$ cat src/inc/spims_pkg.sv
package spims_pkg;

    // ------------------------------------------------------------
    // register offsets (byte addresses on the register bus)
    // ------------------------------------------------------------
    localparam logic [7:0] OFF_MODE = 8'h00;
    localparam logic [7:0] OFF_CTRL = 8'h04;
    localparam logic [7:0] OFF_DATA = 8'h08;

    // ------------------------------------------------------------
    // serial_mode_enable fields
    // ------------------------------------------------------------
    localparam int MODE_ROLE_LSB = 5;
    localparam int MODE_UART_BIT = 4;
    localparam int MODE_DEB_LSB = 2;
    localparam int MODE_EN_BIT = 1;
    localparam int MODE_INC_BIT = 0;

    // ------------------------------------------------------------
    // spi_control_status fields
    // ------------------------------------------------------------
    localparam int CTRL_SPARE_LSB = 6;
    localparam int CTRL_POL_BIT = 5;
    localparam int CTRL_EDGE_BIT = 4;
    localparam int CTRL_ORDER_BIT = 3;
    localparam int CTRL_SELECT_PIN_ENABLE_BIT = 2;
    localparam int CTRL_WRITE_COLLISION_FLAG_BIT = 1;
    localparam int CTRL_DONE_BIT = 0;

    // ------------------------------------------------------------
    // reset values
    // ------------------------------------------------------------
    localparam logic [7:0] RST_MODE = 8'hE0;
    localparam logic [7:0] RST_CTRL = 8'h00;
    localparam logic [7:0] RST_DATA = 8'h00;

    // ------------------------------------------------------------
    // role and clock codes of serial_role_clock_field
    // ------------------------------------------------------------
    localparam logic [2:0] ROLE_DIV4 = 3'h0;
    localparam logic [2:0] ROLE_DIV16 = 3'h1;
    localparam logic [2:0] ROLE_DIV64 = 3'h2;
    localparam logic [2:0] ROLE_SUB = 3'h3;
    localparam logic [2:0] ROLE_TIMER = 3'h4;
    localparam logic [2:0] ROLE_SLAVE = 3'h5;

    // ------------------------------------------------------------
    // timing counts (last values: divider per half serial period, edges and bits per byte)
    // ------------------------------------------------------------
    localparam logic [5:0] DIV4_LAST = 6'h01;
    localparam logic [5:0] DIV16_LAST = 6'h07;
    localparam logic [5:0] DIV64_LAST = 6'h1F;
    localparam logic [3:0] EDGE_LAST = 4'hF;
    localparam logic [3:0] BIT_LAST = 4'h7;

    // master sequencer states
    typedef enum logic {SPIMS_IDLE, SPIMS_SHIFT} spims_state_t;

endpackage

$ cat src/rtl/spims_top.sv
// Overview of operation
// - protocol select must be 0 for SPI
// - mode field picks role and master clock
// - slave takes clock, master makes it
// - enable off releases pins, idles logic
// - enabling keeps control register contents
// - early select release sets incomplete and done
// - incomplete condition raises interrupt request
// - software incomplete write never sets done
// - polarity bit sets clock idle level
// - capture edge bit picks sampling edge
// - order bit selects msb or lsb first
// - select enable makes select pin active
// - data write while busy dropped, collision flagged
// - done flag set by hardware, cleared by software
// - master data write starts full duplex transfer
// - slave shifts on each master clock
// - keeps running while its clock runs
// - two spare control bits read and write
//
// Implementation choices: the placing of the registers and the APB interface to the registers.
module spims_top
(
    // system
    input wire logic clk_sys,
    input wire logic rst_b,
    // apb slave
    input wire logic psel,
    input wire logic penable,
    input wire logic pwrite,
    input wire logic [7:0] paddr,
    input wire logic [31:0] pwdata,
    output logic [31:0] prdata,
    output logic pready,
    output logic pslverr,
    // serial pins
    input wire logic sck_in,
    output logic sck_out,
    output logic sck_oe,
    input wire logic sdi,
    output logic sdo_out,
    output logic sdo_oe,
    input wire logic slave_select_n,
    // master clock sources
    input wire logic sub_clock,
    input wire logic timer_match_clock,
    // interrupt
    input wire logic irq_enable,
    output logic serial_irq
);
    import spims_pkg::*;

    // ------------------------------------------------------------
    // pin synchronisers
    // ------------------------------------------------------------
    // each pin crosses two flops before use; s1 may be metastable,
    // so only s2 ever reads it
    logic [4:0] pin_raw;
    logic [4:0] pin_s1;
    logic [4:0] pin_s2;
    logic [4:0] pin_s3;

    // bit 4 sck, 3 sdi, 2 select, 1 sub clock, 0 timer match
    assign pin_raw = {sck_in, sdi, slave_select_n, sub_clock,
                      timer_match_clock};

    // s3 is a history copy for edge detection, never of s1
    always_ff @(posedge clk_sys or negedge rst_b)
    begin
        if (!rst_b)
        begin
            pin_s1 <= 5'h1F;
            pin_s2 <= 5'h1F;
            pin_s3 <= 5'h1F;
        end
        else
        begin
            pin_s1 <= pin_raw;
            pin_s2 <= pin_s1;
            pin_s3 <= pin_s2;
        end
    end

    // ------------------------------------------------------------
    // registers
    // ------------------------------------------------------------
    logic [7:0] serial_mode_enable;
    logic [7:0] spi_control_status;
    logic [7:0] shift_data_reg;
    spims_state_t state;
    // the master counts sck toggles, sixteen a byte; the slave
    // counts captured bits, eight a byte
    logic [3:0] edge_cnt;
    logic [3:0] slave_bits;
    logic [5:0] div_cnt;

    // ------------------------------------------------------------
    // configuration decode
    // ------------------------------------------------------------
    // codes 6 and 7 and the uart setting leave both roles off, so
    // the pins are released and no shifting can start
    wire [2:0] serial_role_clock_field =
        serial_mode_enable[MODE_ROLE_LSB +: 3];
    wire uart_protocol_select = serial_mode_enable[MODE_UART_BIT];
    wire iface_enable = serial_mode_enable[MODE_EN_BIT];
    wire slave_incomplete_flag = serial_mode_enable[MODE_INC_BIT];
    wire clock_idle_polarity = spi_control_status[CTRL_POL_BIT];
    wire capture_edge_select = spi_control_status[CTRL_EDGE_BIT];
    wire shift_order_select = spi_control_status[CTRL_ORDER_BIT];
    wire select_pin_enable = spi_control_status[CTRL_SELECT_PIN_ENABLE_BIT];

    // spi only with uart deselected and the interface enabled
    wire spi_on = iface_enable & ~uart_protocol_select;
    wire is_master = spi_on & (serial_role_clock_field <= ROLE_TIMER);
    wire is_slave = spi_on & (serial_role_clock_field == ROLE_SLAVE);
    // polarity 0 idles the clock high
    wire idle_lvl = ~clock_idle_polarity;
    // capture on the leading edge exactly when the edge bit is 1
    wire lead_cap = capture_edge_select;

    // ------------------------------------------------------------
    // apb decode
    // ------------------------------------------------------------
    // only three words decode; any other address answers with
    // pslverr and leaves every register untouched
    wire apb_setup = psel & ~penable;
    wire apb_done = psel & penable & pready;
    wire hit_mode = (paddr == OFF_MODE);
    wire hit_ctrl = (paddr == OFF_CTRL);
    wire hit_data = (paddr == OFF_DATA);
    wire hit_any = hit_mode | hit_ctrl | hit_data;
    wire wr_mode = apb_done & pwrite & hit_mode;
    wire wr_ctrl = apb_done & pwrite & hit_ctrl;
    wire wr_data = apb_done & pwrite & hit_data;
    wire [7:0] rd_byte = hit_mode ? serial_mode_enable :
                         hit_ctrl ? spi_control_status :
                         hit_data ? shift_data_reg : 8'h00;

    // answer one cycle after setup: no wait states
    always_ff @(posedge clk_sys or negedge rst_b)
    begin
        if (!rst_b)
        begin
            pready <= 1'b0;
            pslverr <= 1'b0;
            prdata <= 32'h0000_0000;
        end
        else
        begin
            pready <= apb_setup;
            pslverr <= apb_setup & ~hit_any;
            prdata <= (apb_setup & ~pwrite) ? {24'h00_0000, rd_byte}
                                            : 32'h0000_0000;
        end
    end

    // ------------------------------------------------------------
    // master clock source
    // ------------------------------------------------------------
    // the divider measures one half serial period in system cycles:
    // /4 toggles every second cycle, /16 every eighth and /64
    // every thirty-second
    wire [5:0] div_last =
        (serial_role_clock_field == ROLE_DIV4) ? DIV4_LAST :
        (serial_role_clock_field == ROLE_DIV16) ? DIV16_LAST : DIV64_LAST;
    wire div_hit = (div_cnt == div_last);
    // both outside sources are slow, so the two flop delay moves
    // only the phase of the serial clock, never its rate
    // every sub clock edge is one half period of the serial clock
    wire sub_edge = pin_s2[1] ^ pin_s3[1];
    // each match pulse toggles the clock, giving match rate halved
    wire tm_rise = pin_s2[0] & ~pin_s3[0];
    wire src_tick =
        (serial_role_clock_field == ROLE_SUB) ? sub_edge :
        (serial_role_clock_field == ROLE_TIMER) ? tm_rise : div_hit;
    wire m_busy = (state == SPIMS_SHIFT);
    wire tick = is_master & m_busy & src_tick;

    // divider restarts per transfer so the first half period is whole
    always_ff @(posedge clk_sys or negedge rst_b)
    begin
        if (!rst_b)
            div_cnt <= 6'h00;
        else if (!m_busy || div_hit)
            div_cnt <= 6'h00;
        else
            div_cnt <= div_cnt + 6'h01;
    end

    // ------------------------------------------------------------
    // edge classification
    // ------------------------------------------------------------
    // received data passes the same two flops, so the far side has
    // half a serial period less two system cycles to settle; at /4
    // that leaves no margin, /16 or slower is the safe choice
    // even edge count is a leading edge
    wire m_cap = tick & (edge_cnt[0] ^ lead_cap);
    wire m_launch = tick & ~(edge_cnt[0] ^ lead_cap);
    wire m_end = tick & (edge_cnt == EDGE_LAST);

    // a slave needs three system cycles per sck half period, or the
    // synchroniser merges two edges of the master into one
    // unused select pin means the slave is always addressed
    wire sel_pin_low = ~pin_s2[2];
    wire selected = ~select_pin_enable | sel_pin_low;
    wire sck_lead = (pin_s3[4] == idle_lvl) & (pin_s2[4] != idle_lvl);
    wire sck_trail = (pin_s3[4] != idle_lvl) & (pin_s2[4] == idle_lvl);
    wire sl_go = is_slave & selected;
    wire sl_cap = sl_go & (lead_cap ? sck_lead : sck_trail);
    wire sl_launch = sl_go & (lead_cap ? sck_trail : sck_lead);
    wire sl_end = sl_cap & (slave_bits == BIT_LAST);
    wire sl_busy = (slave_bits != 4'h0);
    // select released mid byte while the pin is in use
    wire sel_rise = pin_s2[2] & ~pin_s3[2];
    wire inc_set = is_slave & select_pin_enable & sel_rise & sl_busy;

    // ------------------------------------------------------------
    // data path
    // ------------------------------------------------------------
    // one shifter serves both roles; only the strobes differ, so a
    // role change between bytes needs no flush, but leaving the
    // role mid byte abandons that byte without raising done
    wire busy = m_busy | sl_busy;
    // a write while shifting is dropped, not merged into the byte
    wire load = wr_data & ~busy;
    wire write_collision_flag_set = wr_data & busy;
    wire done_set = m_end | sl_end | inc_set;
    wire sh_top = shift_order_select ? shift_data_reg[7]
                                     : shift_data_reg[0];
    wire wd_top = shift_order_select ? pwdata[7] : pwdata[0];
    wire [7:0] shifted = shift_order_select ?
        {shift_data_reg[6:0], pin_s2[3]} :
        {pin_s2[3], shift_data_reg[7:1]};
    wire [7:0] next_data = load ? pwdata[7:0] :
                           (m_cap | sl_cap) ? shifted : shift_data_reg;
    wire next_sdo = load ? wd_top :
                    (m_launch | sl_launch) ? sh_top : sdo_out;

    // the data register is the shifter, so reads see received bits
    always_ff @(posedge clk_sys or negedge rst_b)
    begin
        if (!rst_b)
        begin
            shift_data_reg <= RST_DATA;
            sdo_out <= 1'b1;
        end
        else
        begin
            shift_data_reg <= next_data;
            sdo_out <= next_sdo;
        end
    end

    // ------------------------------------------------------------
    // master sequencer
    // ------------------------------------------------------------
    // the clock follows the polarity bit while idle, so changing it
    // mid byte would add a false edge once the byte ends and the clock returns to idle
    always_ff @(posedge clk_sys or negedge rst_b)
    begin
        if (!rst_b)
        begin
            state <= SPIMS_IDLE;
            edge_cnt <= 4'h0;
            sck_out <= 1'b1;
        end
        else if (!is_master)
        begin
            state <= SPIMS_IDLE;
            edge_cnt <= 4'h0;
            sck_out <= idle_lvl;
        end
        else
        begin
            unique case (state)
                SPIMS_IDLE:
                begin
                    sck_out <= idle_lvl;
                    edge_cnt <= 4'h0;
                    if (load)
                        state <= SPIMS_SHIFT;
                end
                SPIMS_SHIFT:
                begin
                    if (tick)
                    begin
                        sck_out <= ~sck_out;
                        edge_cnt <= edge_cnt + 4'h1;
                    end
                    if (m_end)
                        state <= SPIMS_IDLE;
                end
            endcase
        end
    end

    // ------------------------------------------------------------
    // slave bit counter
    // ------------------------------------------------------------
    // cleared when the role is left, so a stale count cannot linger
    always_ff @(posedge clk_sys or negedge rst_b)
    begin
        if (!rst_b)
            slave_bits <= 4'h0;
        else if (!is_slave || sl_end || inc_set)
            slave_bits <= 4'h0;
        else if (sl_cap)
            slave_bits <= slave_bits + 4'h1;
    end

    // ------------------------------------------------------------
    // control registers
    // ------------------------------------------------------------
    // the incomplete flag sits in the mode register, so every mode
    // write must carry its current value or it clears the flag
    // hardware set wins over a software clear in the same cycle
    wire next_inc = inc_set |
        (wr_mode ? pwdata[MODE_INC_BIT] : slave_incomplete_flag);
    wire next_write_collision_flag = write_collision_flag_set |
        (wr_ctrl ? pwdata[CTRL_WRITE_COLLISION_FLAG_BIT]
                 : spi_control_status[CTRL_WRITE_COLLISION_FLAG_BIT]);
    wire next_done = done_set |
        (wr_ctrl ? pwdata[CTRL_DONE_BIT]
                 : spi_control_status[CTRL_DONE_BIT]);
    wire [7:0] next_mode = wr_mode ?
        {pwdata[7:MODE_INC_BIT + 1], next_inc} :
        {serial_mode_enable[7:MODE_INC_BIT + 1], next_inc};
    // spare bits and settings are plain storage
    wire [5:0] ctrl_cfg = wr_ctrl ? pwdata[7:CTRL_WRITE_COLLISION_FLAG_BIT + 1]
                                  : spi_control_status[7:2];
    wire [7:0] next_ctrl = {ctrl_cfg, next_write_collision_flag, next_done};

    // enable does not touch these, settings survive re-enabling
    always_ff @(posedge clk_sys or negedge rst_b)
    begin
        if (!rst_b)
        begin
            serial_mode_enable <= RST_MODE;
            spi_control_status <= RST_CTRL;
        end
        else
        begin
            serial_mode_enable <= next_mode;
            spi_control_status <= next_ctrl;
        end
    end

    // ------------------------------------------------------------
    // pin enables and interrupt
    // ------------------------------------------------------------
    // the interrupt pulses once per hardware set of done; software
    // writing 1 to either flag raises nothing
    // disabled interface drives nothing and lets the pins go
    always_ff @(posedge clk_sys or negedge rst_b)
    begin
        if (!rst_b)
        begin
            sck_oe <= 1'b0;
            sdo_oe <= 1'b0;
            serial_irq <= 1'b0;
        end
        else
        begin
            sck_oe <= is_master;
            sdo_oe <= is_master | sl_go;
            serial_irq <= irq_enable & done_set;
        end
    end

endmodule

$ cat config.mk
export PLATFORM = sky130hd
export DESIGN_NAME = spims_top
export DESIGN_NICKNAME = d
export VERILOG_FILES = /design/src/inc/spims_pkg.sv /design/src/rtl/spims_top.sv
export SDC_FILE = /design/constraint.sdc
export NUM_CORES = 1
export LEC_CHECK = 0
export ABC_AREA = 1
export BUFFER_PORTS_ARGS = -buffer_cell sky130_fd_sc_hd__buf_2
export CELL_PAD_IN_SITES_DETAIL_PLACEMENT = 0
export CELL_PAD_IN_SITES_GLOBAL_PLACEMENT = 1
export CORE_MARGIN = 2
export CORE_UTILIZATION = 42
export CTS_CLUSTER_DIAMETER = 30
export DETAILED_ROUTE_END_ITERATION = 16
export HOLD_SLACK_MARGIN = 0.06
export PLACE_DENSITY_LB_ADDON = 0.1
export SETUP_SLACK_MARGIN = 0.1
export SLEW_MARGIN = 20
export SYNTH_ARGS = -nofsm -noshare
export SYNTH_HDL_FRONTEND = slang
export SYNTH_SLANG_ARGS = --single-unit
$ cat constraint.sdc
create_clock -name clk_sys -period 5.1 [get_ports clk_sys]
set_input_delay 0.51 -clock clk_sys [delete_from_list [all_inputs] [get_ports clk_sys]]
set_output_delay 0.51 -clock clk_sys [all_outputs]
set_load 0.005 [all_outputs]
==> impl_metrics.yaml <==
synthesis:
  ys_seq_area_frac: 0.4906
  synth_seq_cells: 68
  synth_edf_count: 0
  netlist_instances: 418
  syn_avg_cell_area_um2: 8.414
  synth-async-reset-ratio: 1.000
  yosys_warnings: 0
  ys.flop_type: "dfrtp_1"
  synth_area_mm2: 0.003517
  ys_types: 41
placed_design:
  port_buffers: 41
  place.gp.congestion: 0.7918
  placed_area_mm2: 0.003720
  dp_worst_setup_slack_ns: 3.015
  dp.cells: 558
  hpwlAfterDp_um: 5370
power:
  power_mw: 1.151
  power_frac_seq: 0.482
  p_comb_frac: 0.038
  clkPwrFrac: 0.480
  power.leakage_nw: 1.861
  power.density_mw_per_mm2: 290.1
  p_int_mw: 0.8929
  peakVddDrop_v: 0.0001092
  swShare: 0.2240
  p_sw_mw: 0.2578
sta:
  fin_skew_ns: 0.01439
  slew_headroom: 0.4277
  max_slew.worst_pin.slew_ns: 0.8585
  holdWs_ns: 0.2419
  finalHoldViolations: 0
  fmax_mhz: 511.6
  slew_violations: 0
  fin_crit_sh: 0.3833
  rsz0062_at_grt: "no"
  finalSetupViolCount: 0
  period_needed_ns: 1.955
  postLayoutSetupSlackWorst_ns: 3.145
  fin_tns_setup_ns: 0
final_layout:
  diodes: 0
  drive_gt1_frac: 0.2367
  fin_nets: 519
  final_cell_count_no_fill: 574
  multi_input_comb_area_mm2: 0.001438
  final_area_mm2: 0.003966
  fill_cells: 838
  fin_util: 0.4852
  register_area_mm2: 0.001725
  syn2layout_area_growth_pct: 12.77
flow_run:
  cap_viol_max_count: 0
floorplan:
  ios: 90
  num_rows: 33
  core_area_mm2: 0.008175
  chipHeight_um: 95.51
  chipWidth_um: 95.51
  die_area_mm2: 0.009122
  start_util: 0.4302
clock_network:
  htreeDepth: 3
  cts.path.max_buffers: 2
  cts_setup_buffers: 0
  clock-sinks: 68
  cts-root-buf: "clkbuf_8"
  path_clk_slew_ns: 0.09
  cts_buffers: 9
  cts_resized: 0
  clk_latency_ns: 0.35
  cts_hold_buffers: 0
  cts_tree: "built"
route:
  ant_nets: 0
  routed_via_density: 4.754
  vias: 2729
  wl_per_cell_um: 13.06
  drc: 0
  drt_iter0_markers: 156
  first_pass_iters: 4
  routed_wl_um: 7495
worst_setup_path:
  reg2reg_from: "slave_bits[0]"
  worstPathMaxFanout: 14
  path_class: "register to register"
  startpoint_type: "register"
  cp.arrival_ns: 2.19
  startpoint: "slave_bits[0]"
  end_kind: "register"
  required_ns: 5.33
global_route:
  grt_overflow_total: 0
  grt_pass1_wl_um: 12430
  antenna_found_initial: 0
  grt_max_degree: 69
  grtUsageTotal: 0.1812
  grt_pass1_vias: 2526
worst_hold_path:
  hp-class: "input port to register"
  min_from: "timer_match_clock"
outcome:
  outcome: "finished clean"
==> cell families (layout without fill, tap and decap cells) <==
| logic type | count (synthesis) | count (layout) | share of synthesized area |
|---|---|---|---|
| buffers and inverters | 85 | 113 | 0.1252 |
| AO/OA/AOI/OAI | 65 | 65 | 0.1106 |
| AND/OR/NAND/NOR | 186 | 186 | 0.2359 |
| XOR/XNOR | 9 | 9 | 0.02241 |
| other | 1 | 24 | 0.001066 |
| flip-flops | 68 | 68 | 0.4906 |
| adder cells (fa/ha/maj) | 4 | 4 | 0.01423 |
==> cell usage after synthesis (4+ instances only) <==
master	n	area (um2)
o21ai_1	5	25.02
a21oi_1	10	50.05
buf_4	25	187.7
o21ai_2	10	87.58
a31oi_1	7	43.79
ha_1	4	50.05
nand4_1	4	25.02
nand2_1	110	412.9
dfrtp_1	49	1226
nor2_1	31	116.4
o21ai_0	27	135.1
inv_2	5	18.77
nand3_1	20	100.1
dfstp_2	19	499.2
inv_1	46	172.7
xnor2_1	6	52.55
==> worst paths after layout <==
path                       slack [ns]  depth (start not counted)                 to
setup / recovery                 3.15                          9  shift_data_reg[5]
hold / removal                   0.24                          1          pin_s1[0]
setup reg to reg                 3.15                          9  shift_data_reg[5]
hold reg to reg                  0.36                          0          pin_s2[1]
max in group asynchronous        4.19                          2      slave_bits[1]
min in group asynchronous        0.34                          2          prdata[1]
==> routing by layer <==
metal / up-vias / share of wire / wire length, um / GRT usage
met3: 9 / 0.047 / 349 / 0.02688
met1: 1278 / 0.50 / 3739 / 0.2558
met2: 70 / 0.44 / 3284 / 0.2735
li1: 1372 / - / - / -
met4: 0 / 0.016 / 122 / 0.08571
met5: - / 0 / 0 / 0
==> cell type report <==
cell class	instances	area share
Timing Repair Buffer	43	0.05552
Clock inverter	7	0.03091
Tap cell	105	0.03312
Inverter	54	0.05174
Multi-Input combinational cell	288	0.3625
Sequential cell	68	0.4350
Clock buffer	9	0.03123
==> worst max-delay path, stage by stage (launching register included) <==
cell and delay, ns:
dfrtp_1 0.43, inv_1 0.07, ha_1 0.16, nand4_1 0.23
nor3_4 0.46, inv_4 0.17, nand2_1 0.10, o21ai_1 0.06
nand2_1 0.08, o21ai_2 0.06
==> layout by cell type (no fill, tap or decap), types with 3 or more instances in the layout <==
cell,netlist,routed
xnor2_1,6,6
bufinv_16,0,3
o211ai_1,3,3
inv_2,5,5
nor3_1,3,3
nor2_2,3,3
nand2_1,110,110
xor2_1,3,3
a31oi_1,7,7
nand4_1,4,4
nand3_1,20,20
nand2_2,3,3
a21oi_1,10,10
buf_2,1,41
conb_1,1,24
ha_1,4,4
clkbuf_8,0,9
dfstp_2,19,19
o21ai_2,10,10
dfrtp_1,49,49
o21ai_1,5,5
nor2_1,31,31
o21ai_0,27,27
inv_1,46,46
==> power by group through the flow <==
| stage | Clock (mW) | Combinational (mW) | Sequential [mW] |
|---|---|---|---|
| 2_1_floorplan | 0 | 0.0305 | 0.564 |
| 6_report | 0.552 | 0.0438 | 0.555 |
| 3_5_place_dp | 0 | 0.0447 | 0.565 |
| 3_3_place_gp | 0 | 0.0442 | 0.565 |
| 4_1_cts | 0.568 | 0.0448 | 0.555 |
| 5_1_grt | 0.594 | 0.0517 | 0.556 |
Power figures use the tool's default switching activity.
